--- src/include/dsn_pkg.sv ---
// Constants and types for the DAC setting serial slave with non-volatile store
package dsn_pkg;

    // ==========================================================
    // Bus addressing and byte layout
    localparam logic [6:0] DSN_ADDR7     = 7'h4f;  // Address byte 9E/9F with R/W in bit 0
    localparam logic [2:0] DSN_LAST_BIT  = 3'h7;
    localparam logic [2:0] DSN_BIT_ONE   = 3'h1;
    localparam logic       DSN_P_NVM     = 1'b0;   // Write: also store in non-volatile copy
    localparam logic       DSN_RW_READ   = 1'b1;
    localparam logic [7:0] DSN_STEP_ONE  = 8'h01;

    // ==========================================================
    // Reset values
    localparam logic [6:0] DSN_NVM_INIT  = 7'h00;
    localparam logic [3:0] DSN_SYNC_RST  = 4'he;   // Bus lines idle high, protect input low
    localparam int         DSN_I_SCL     = 3;
    localparam int         DSN_I_SDA     = 2;
    localparam int         DSN_I_SCLS    = 1;
    localparam int         DSN_I_WP      = 0;

    // ==========================================================
    // Timing
    localparam int         DSN_CLK_MHZ   = 200;
    localparam int         DSN_BOOT_US   = 30;
    localparam int         DSN_BOOT_CYC  = DSN_BOOT_US * DSN_CLK_MHZ;
    localparam int         DSN_PROG_MS   = 200;
    localparam int         DSN_PROG_CYC  = DSN_PROG_MS * 1000 * DSN_CLK_MHZ;

    // ==========================================================
    // Types
    typedef struct packed {
        logic [6:0] code;
        logic       pbit;
    } dsn_byte_t;

    typedef enum logic [6:0] {
        ST_IDLE = 7'h01,
        ST_ADDR = 7'h02,
        ST_AACK = 7'h04,
        ST_RX   = 7'h08,
        ST_RACK = 7'h10,
        ST_TX   = 7'h20,
        ST_TACK = 7'h40
    } dsn_state_t;

endpackage

--- src/design/dsn_nvm.sv ---
// Non-volatile copy of the setting with a timed programming cycle
`timescale 1ns/1ps
module dsn_nvm
    import dsn_pkg::*;
#(
    parameter int PROG_CYC = DSN_PROG_CYC
)
(
    input  wire logic       clk_in,
    input  wire logic       reset_in,
    input  wire logic       wr_in,
    input  wire logic [6:0] wr_data_in,
    output logic      [6:0] rd_data_out,
    output logic            busy_out
);

    logic [6:0]  store_r;
    logic [6:0]  pend_r;
    logic [31:0] cnt_r;

    // ==========================================================
    // Programming cycle
    // New value lands only at the end; a reset mid-cycle loads DSN_NVM_INIT, not the old one
    always_ff @(posedge clk_in or posedge reset_in)
    begin
        if (reset_in)
        begin
            store_r  <= DSN_NVM_INIT;
            pend_r   <= DSN_NVM_INIT;
            cnt_r    <= '0;
            busy_out <= 1'b0;
        end
        else if (busy_out)
        begin
            if (cnt_r == 32'(PROG_CYC - 1))
            begin
                store_r  <= pend_r;
                busy_out <= 1'b0;
                cnt_r    <= '0;
            end
            else
            begin
                cnt_r <= cnt_r + 32'h0000_0001;
            end
        end
        else if (wr_in)
        begin
            pend_r   <= wr_data_in;
            busy_out <= 1'b1;
        end
    end

    // ==========================================================
    // Registered read port
    always_ff @(posedge clk_in or posedge reset_in)
    begin
        if (reset_in)
        begin
            rd_data_out <= DSN_NVM_INIT;
        end
        else
        begin
            rd_data_out <= store_r;
        end
    end

endmodule

--- src/design/dsn_slave.sv ---
// Serial-bus slave holding a 7-bit DAC setting with non-volatile backup
//
// What this block does
// - Answer only the address byte 9E, bit eight selecting read or write.
// - Slave only: never drives the clock, never starts a transfer.
// - Pull data low in the ninth clock after own address.
// - Acknowledge every data byte received during a write.
// - Code N selects step N+1 of 128.
// - Setting lives in a volatile register, optionally committed to non-volatile store.
// - At start-up copy the stored value into the register.
// - Master may read back the present setting as well as write.
// - Protect input low or open blocks non-volatile programming.
// - Protect input low still lets writes reach the volatile register.
// - Protect input high: program flag chooses register alone or both.
// - Protect input high joins switched clock to the clock line.
// - Protect output is always the inverse of the protect input.
// - Read bit high returns the register, low accepts a new setting.
// - Each data byte is seven setting bits plus one program flag.
// - Flag one writes register only, zero writes register and store.
// - Read flag is one when programming done, zero while busy.
`timescale 1ns/1ps
module dsn_slave
    import dsn_pkg::*;
#(
    parameter int BOOT_CYC = DSN_BOOT_CYC,
    parameter int PROG_CYC = DSN_PROG_CYC
)
(
    input  wire logic       clk_in,
    input  wire logic       reset_in,
    input  wire logic       scl_in,
    input  wire logic       scl_s_in,
    input  wire logic       sda_in,
    output logic            sda_out,
    output logic            sda_oe_out,
    input  wire logic       wp_n_in,
    output logic            wp_p_out,
    output logic            scl_switch_out,
    output logic      [6:0] dac_code_out,
    output logic      [7:0] dac_step_out,
    output logic            nvm_busy_out,
    output logic            ready_out
);

    logic [3:0]  sync1_r;
    logic [3:0]  sync2_r;
    logic        scl_eff;
    logic        scl_q_r;
    logic        sda_q_r;
    logic        sda_s;
    logic        wp_s;
    logic        scl_rise;
    logic        scl_fall;
    logic        start_det;
    logic        stop_det;
    dsn_state_t  st_r;
    logic [2:0]  bit_cnt_r;
    logic [7:0]  shift_r;
    logic        got8_r;
    logic        rw_r;
    logic [7:0]  tx_r;
    logic        sda_drv_r;
    dsn_byte_t   rx_byte;
    dsn_byte_t   rd_byte;
    logic        commit;
    logic        nvm_wr;
    logic [6:0]  vol_r;
    logic [31:0] boot_cnt_r;
    logic        booted_r;
    logic [6:0]  nvm_rd;
    logic        nvm_busy;

    // ==========================================================
    // Pin synchronisers
    generate
        for (genvar g = 0; g < 4; g++)
        begin : g_sync
            always_ff @(posedge clk_in or posedge reset_in)
            begin
                if (reset_in)
                begin
                    sync1_r[g] <= DSN_SYNC_RST[g];
                    sync2_r[g] <= DSN_SYNC_RST[g];
                end
                else
                begin
                    sync1_r[g] <= (g == DSN_I_SCL) ? scl_in :
                                  (g == DSN_I_SDA) ? sda_in :
                                  (g == DSN_I_SCLS) ? scl_s_in : wp_n_in;
                    sync2_r[g] <= sync1_r[g];
                end
            end
        end
    endgenerate

    assign sda_s = sync2_r[DSN_I_SDA];
    assign wp_s  = sync2_r[DSN_I_WP];

    // switched clock joining
    // Open switch leaves the clock line alone; closed, the two wire-AND
    assign scl_eff = sync2_r[DSN_I_SCL] & (~wp_s | sync2_r[DSN_I_SCLS]);
    assign scl_switch_out = wp_s;

    assign wp_p_out = ~wp_s;

    // ==========================================================
    // Bus edge and condition detection
    always_ff @(posedge clk_in or posedge reset_in)
    begin
        if (reset_in)
        begin
            scl_q_r <= 1'b1;
            sda_q_r <= 1'b1;
        end
        else
        begin
            scl_q_r <= scl_eff;
            sda_q_r <= sda_s;
        end
    end

    assign scl_rise  = scl_eff & ~scl_q_r;
    assign scl_fall  = ~scl_eff & scl_q_r;
    assign start_det = scl_eff & scl_q_r & sda_q_r & ~sda_s;
    assign stop_det  = scl_eff & scl_q_r & ~sda_q_r & sda_s;

    assign rx_byte = dsn_byte_t'(shift_r);
    assign rd_byte = '{code: vol_r, pbit: ~nvm_busy};

    // ==========================================================
    // Protocol engine
    // only the data line is ever driven, and only after a start from outside
    always_ff @(posedge clk_in or posedge reset_in)
    begin
        if (reset_in)
        begin
            st_r      <= ST_IDLE;
            bit_cnt_r <= '0;
            shift_r   <= '0;
            got8_r    <= 1'b0;
            rw_r      <= 1'b0;
            tx_r      <= '0;
            sda_drv_r <= 1'b0;
        end
        else if (!booted_r)
        begin
            st_r      <= ST_IDLE;
            sda_drv_r <= 1'b0;
        end
        else if (start_det)
        begin
            st_r      <= ST_ADDR;
            bit_cnt_r <= '0;
            got8_r    <= 1'b0;
            sda_drv_r <= 1'b0;
        end
        else if (stop_det)
        begin
            st_r      <= ST_IDLE;
            sda_drv_r <= 1'b0;
        end
        else
        begin
            unique case (st_r)
                ST_IDLE:
                begin
                    sda_drv_r <= 1'b0;
                end
                ST_ADDR, ST_RX:
                begin
                    if (scl_rise)
                    begin
                        shift_r   <= {shift_r[6:0], sda_s};
                        bit_cnt_r <= bit_cnt_r + DSN_BIT_ONE;
                        if (bit_cnt_r == DSN_LAST_BIT)
                        begin
                            got8_r <= 1'b1;
                        end
                    end
                    else if (scl_fall && got8_r)
                    begin
                        got8_r <= 1'b0;
                        if (st_r == ST_RX)
                        begin
                            st_r      <= ST_RACK;
                            sda_drv_r <= 1'b1;
                        end
                        else if (shift_r[7:1] == DSN_ADDR7)
                        begin
                            st_r      <= ST_AACK;
                            sda_drv_r <= 1'b1;
                            rw_r      <= shift_r[0];
                        end
                        else
                        begin
                            st_r <= ST_IDLE;
                        end
                    end
                end
                ST_AACK:
                begin
                    if (scl_fall)
                    begin
                        bit_cnt_r <= '0;
                        if (rw_r == DSN_RW_READ)
                        begin
                            st_r      <= ST_TX;
                            tx_r      <= rd_byte;
                            sda_drv_r <= ~rd_byte[7];
                        end
                        else
                        begin
                            st_r      <= ST_RX;
                            sda_drv_r <= 1'b0;
                        end
                    end
                end
                ST_RACK:
                begin
                    if (scl_fall)
                    begin
                        st_r      <= ST_RX;
                        sda_drv_r <= 1'b0;
                    end
                end
                ST_TX:
                begin
                    if (scl_fall)
                    begin
                        bit_cnt_r <= bit_cnt_r + DSN_BIT_ONE;
                        if (bit_cnt_r == DSN_LAST_BIT)
                        begin
                            st_r      <= ST_TACK;
                            sda_drv_r <= 1'b0;
                        end
                        else
                        begin
                            tx_r      <= {tx_r[6:0], 1'b0};
                            sda_drv_r <= ~tx_r[6];
                        end
                    end
                end
                ST_TACK:
                begin
                    if (scl_rise)
                    begin
                        got8_r <= ~sda_s;
                    end
                    else if (scl_fall)
                    begin
                        got8_r <= 1'b0;
                        if (got8_r)
                        begin
                            st_r      <= ST_TX;
                            tx_r      <= rd_byte;
                            sda_drv_r <= ~rd_byte[7];
                        end
                        else
                        begin
                            st_r <= ST_IDLE;
                        end
                    end
                end
                default:
                begin
                    st_r      <= ST_IDLE;
                    sda_drv_r <= 1'b0;
                end
            endcase
        end
    end

    assign sda_out    = 1'b0;
    assign sda_oe_out = sda_drv_r;

    // ==========================================================
    // Setting register and start-up load
    assign commit = booted_r && !start_det && !stop_det && (st_r == ST_RX)
                    && scl_fall && got8_r;

    // store write gated by protect; flag zero asks for store
    // Request during a running cycle is dropped, the register still updates
    assign nvm_wr = commit && (rx_byte.pbit == DSN_P_NVM) && wp_s && !nvm_busy;

    always_ff @(posedge clk_in or posedge reset_in)
    begin
        if (reset_in)
        begin
            vol_r      <= DSN_NVM_INIT;
            boot_cnt_r <= '0;
            booted_r   <= 1'b0;
        end
        else if (!booted_r)
        begin
            if (boot_cnt_r == 32'(BOOT_CYC - 1))
            begin
                vol_r    <= nvm_rd;
                booted_r <= 1'b1;
            end
            else
            begin
                boot_cnt_r <= boot_cnt_r + 32'h0000_0001;
            end
        end
        // volatile write whatever the protect level
        else if (commit)
        begin
            vol_r <= rx_byte.code;
        end
    end

    always_ff @(posedge clk_in or posedge reset_in)
    begin
        if (reset_in)
        begin
            dac_step_out <= DSN_STEP_ONE;
        end
        else
        begin
            dac_step_out <= {1'b0, vol_r} + DSN_STEP_ONE;
        end
    end

    assign dac_code_out = vol_r;
    assign ready_out    = booted_r;
    assign nvm_busy_out = nvm_busy;

    dsn_nvm #(
        .PROG_CYC    (PROG_CYC)
    ) u_nvm (
        .clk_in      (clk_in),
        .reset_in    (reset_in),
        .wr_in       (nvm_wr),
        .wr_data_in  (rx_byte.code),
        .rd_data_out (nvm_rd),
        .busy_out    (nvm_busy)
    );
endmodule

--- config.mk ---
export PLATFORM = sky130hd
export DESIGN_NAME = dsn_slave
export DESIGN_NICKNAME = d
export VERILOG_FILES = /design/src/include/dsn_pkg.sv /design/src/design/dsn_nvm.sv /design/src/design/dsn_slave.sv
export SDC_FILE = /design/constraint.sdc
export NUM_CORES = 1
export LEC_CHECK = 0
export BUFFER_PORTS_ARGS = -buffer_cell sky130_fd_sc_hd__buf_2
export CAP_MARGIN = 0
export CORE_ASPECT_RATIO = 1.2
export CORE_MARGIN = 2
export CORE_UTILIZATION = 45
export DETAILED_ROUTE_END_ITERATION = 6
export GPL_TIMING_DRIVEN = 0
export PLACE_DENSITY = 0.75
export SYNTH_ARGS = -nofsm -noshare
export SYNTH_HDL_FRONTEND = slang
export SYNTH_HIERARCHICAL = 1
export SYNTH_SLANG_ARGS = --single-unit
--- constraint.sdc ---
create_clock -name clk_in -period 2.95 [get_ports clk_in]
set_input_delay 0.59 -clock clk_in [delete_from_list [all_inputs] [get_ports clk_in]]
set_output_delay 0.59 -clock clk_in [all_outputs]
set_load 0.02 [all_outputs]
==> impl_metrics.json <==
{
  "path_max_fanout": 10,
  "dpl.hpwl_um": 9303,
  "grt_max_degree": 70,
  "num_rows": 48,
  "syn_inst": 579,
  "yosysTopAreaCell": "dfrtp_1",
  "routedWlPerCell_um": 16.54,
  "die_w_um": 115.2,
  "gr-usage-all-layers_pct": 18.34,
  "clkSinkCount": 140,
  "cts_tree": "yes",
  "remaining_drc_errors": 0,
  "cp_num_buf_inv": 3,
  "p_comb_share_pct": 1.6,
  "worstPathCellList": "buf_6, or4_1, buf_2, or4_4, nor4_1, nor2b_2, clkbuf_8, mux2_2",
  "htree_levels": 4,
  "yosysTopAreaCellShare_pct": 48.76,
  "hold_ws_ps": 132.1,
  "slew_violations": 0,
  "worstSetupPathType": "reg2reg",
  "critical_path.slowest_cell": "or4_4",
  "area_growth_pct": 15.90,
  "most-common-layout-cells": "130 x dfrtp_1, 41 x nand2_1, 39 x xnor2_1",
  "max_freq_mhz": 353.7,
  "num_vias": 4682,
  "grt_pass1_vias": 4733,
  "cp.required_ps": 3240,
  "cts_root_buf": "clkbuf_16",
  "grt_overflow": 0,
  "synth_area_um2": 6671,
  "vdd_drop_max_v": 0.0003865,
  "sw_frac_of_total_pct": 20.48,
  "path_delay_family": "simple AND/OR/NAND/NOR gates",
  "setup_viol": 0,
  "syn_avg_cell_area_um2": 11.52,
  "cp.arrival_ps": 3120,
  "worstSetupStartpointType": "flop",
  "clock_skew_ps": 9.149,
  "worst_slew_pin_slew_ps": 1152,
  "power.switching_w": 0.0008755,
  "cts.clk_slew.worst_paths_ps": 60,
  "drtPass1Iterations": 5,
  "slew-limit-headroom_pct": 22.49,
  "min-delay-path-class": "in2async",
  "synth_cell_types": 78,
  "cts_made_buffers": 17,
  "p_leak_nw": 3.493,
  "layout_min_cycle_time_ps": 2827,
  "final_common_cell": "dfrtp_1",
  "dieArea_um2": 15820,
  "powerDensity_nw_per_um2": 552.9,
  "synth_nets": 593,
  "core-area_um2": 14410,
  "hold_violations": 0,
  "utilization_pct": 53.65,
  "synthTopCellsByArea": "dfrtp_1 49%, mux2_2 5.4%, xnor2_1 5.1%",
  "synth_edf_count": 0,
  "slowest_delay_ps": 610,
  "drive_gt1_share_pct": 23.04,
  "drtIter0Drc": 456,
  "antenna_cells": 0,
  "p_int_w": 0.003400,
  "place_congestion": 0.9040,
  "synthArstFlopShare_pct": 100.0,
  "die_y_um": 137.4,
  "critPathCaptureType": "flop",
  "numPortBuffers": 25,
  "antenna_found_initial": 0,
  "rsz0062_at_grt": "false",
  "viasPerCell": 5.759,
  "ant_nets": 0,
  "ys_seq_area_share_pct": 52.70,
  "num_io_pins": 27,
  "status": "finished clean",
  "ctsLongestPathBuffers": 2,
  "synth_ff_type": "dfrtp_1",
  "tns_ps": 0,
  "drv_cap": 0,
  "yosysWarnings": 6,
  "start_util_pct": 46.28,
  "insertion_delay_ps": 410,
  "power_frac_seq_pct": 45.3,
  "clkPwrFrac_pct": 53.0,
  "nets": 639,
  "total_power_w": 0.004276,
  "wl_um": 13450,
  "finalCritPeriodShare_pct": 95.84,
  "grt_pass1_wl_um": 22790,
  "ys_ff_latch": 140
}
## registers in the layout (all words and copies together) (netlist names), 2 cells and up
register	flops
bit_cnt_r	3
boot_cnt_r	32
dac_code_out	7
dac_step_out	8
rx_byte	8
st_r	7
sync1_r	4
sync2_r	2
tx_r	7
u_nvm/cnt_r	32
u_nvm/pend_r	7
u_nvm/rd_data_out	7
u_nvm/store_r	7
## through the flow
stage                     cells  cell area (µm²)  setup WS [ps]
after floorplan             579             6673          48.17
after global placement      779             7017         -762.1
after detailed placement    781             7067         -314.3
after CTS                   813             7724          19.54
final                       813             7732          122.8
after global routing        813             7732          2.734
## path summary, 6_finish.rpt
check,from,slack [ps],end,depth (start not counted)
hold reg to reg,sync1_r[3],360,sync2_r[3],0
max in group asynchronous,reset_in,2180,dac_step_out[0],3
setup reg to reg,st_r[6],120,u_nvm/pend_r[5],8
hold / removal,reset_in,130,u_nvm/pend_r[5],2
min in group clk_in,sda_in,270,sync1_r[2],1
setup / recovery,st_r[6],120,u_nvm/pend_r[5],8
## layer usage
layer | global-route usage (%) | wire, µm
met4 | 7.296 | 273
met1 | 21.63 | 5682
met3 | 5.103 | 479
met2 | 31.60 | 7013
met5 | 0 | 0
## cell families (layout without fill, tap and decap cells)
logic type	Yosys count	in the layout	share of synthesized area, %
adder cells (fa/ha/maj)	8	8	1.500
AND/OR/NAND/NOR	221	221	19.69
other	1	1	0.05621
buffers and inverters	39	98	2.701
multiplexers	48	48	8.252
AO/OA/AOI/OAI	61	61	7.089
flip-flops	140	140	52.70
XOR/XNOR	61	61	8.008
## power by group through the flow
stage                     clock, W  combinational [W]  sequential [W]
after floorplan                  0          0.0000418         0.00197
after global placement           0          0.0000600         0.00197
after detailed placement         0          0.0000703         0.00197
after CTS                  0.00231          0.0000728         0.00194
after global routing       0.00239          0.0000800         0.00194
final                      0.00227          0.0000695         0.00194
## worst register-to-register path, cell delays in order, from the launching register on
cell	delay, ps
dfrtp_1	380
buf_6	140
or4_1	510
buf_2	180
or4_4	610
nor4_1	200
nor2b_2	180
clkbuf_8	170
mux2_2	350
## final cells by class
| type | instances | area (µm²) |
|---|---|---|
| Tap cell | 175 | 219.0 |
| Timing Repair Buffer | 28 | 180.2 |
| Clock inverter | 12 | 185.2 |
| Buffer | 23 | 128.9 |
| Fill cell | 1162 | 6681 |
| Multi-Input combinational cell | 400 | 2998 |
| Inverter | 15 | 58.81 |
| Clock buffer | 20 | 446.7 |
| Sequential cell | 140 | 3516 |
## what timing repair did
item                                    CTS  global route
resized for setup                         6             1
endpoints found under the setup margin    8            11
buffers inserted                          1             0
hold buffers                              0             0
pin swaps                                 0             1
## synthesized netlist by cell type (all sizes together), types with 2 or more instances
master,number
dfrtp,130
and3,11
o221ai,3
a22o,2
mux2,44
o31ai,2
o211ai,4
nand4,24
nand4b,3
o21ai,9
a21oi,7
or3,7
or4,7
nor4b,7
xor2,22
xnor2,39
inv,15
nand3,30
nand2b,5
o22ai,2
a31oi,2
nor3,17
o21a,7
nand3b,3
and2,6
a2111oi,2
clkbuf,13
nor4,20
dfstp,10
buf,11
o22a,6
and4,7
a211oi,4
nor3b,2
nand2,41
ha,8
nor2,24
mux2i,4
No activity file was read; power rests on OpenSTA's default activity.
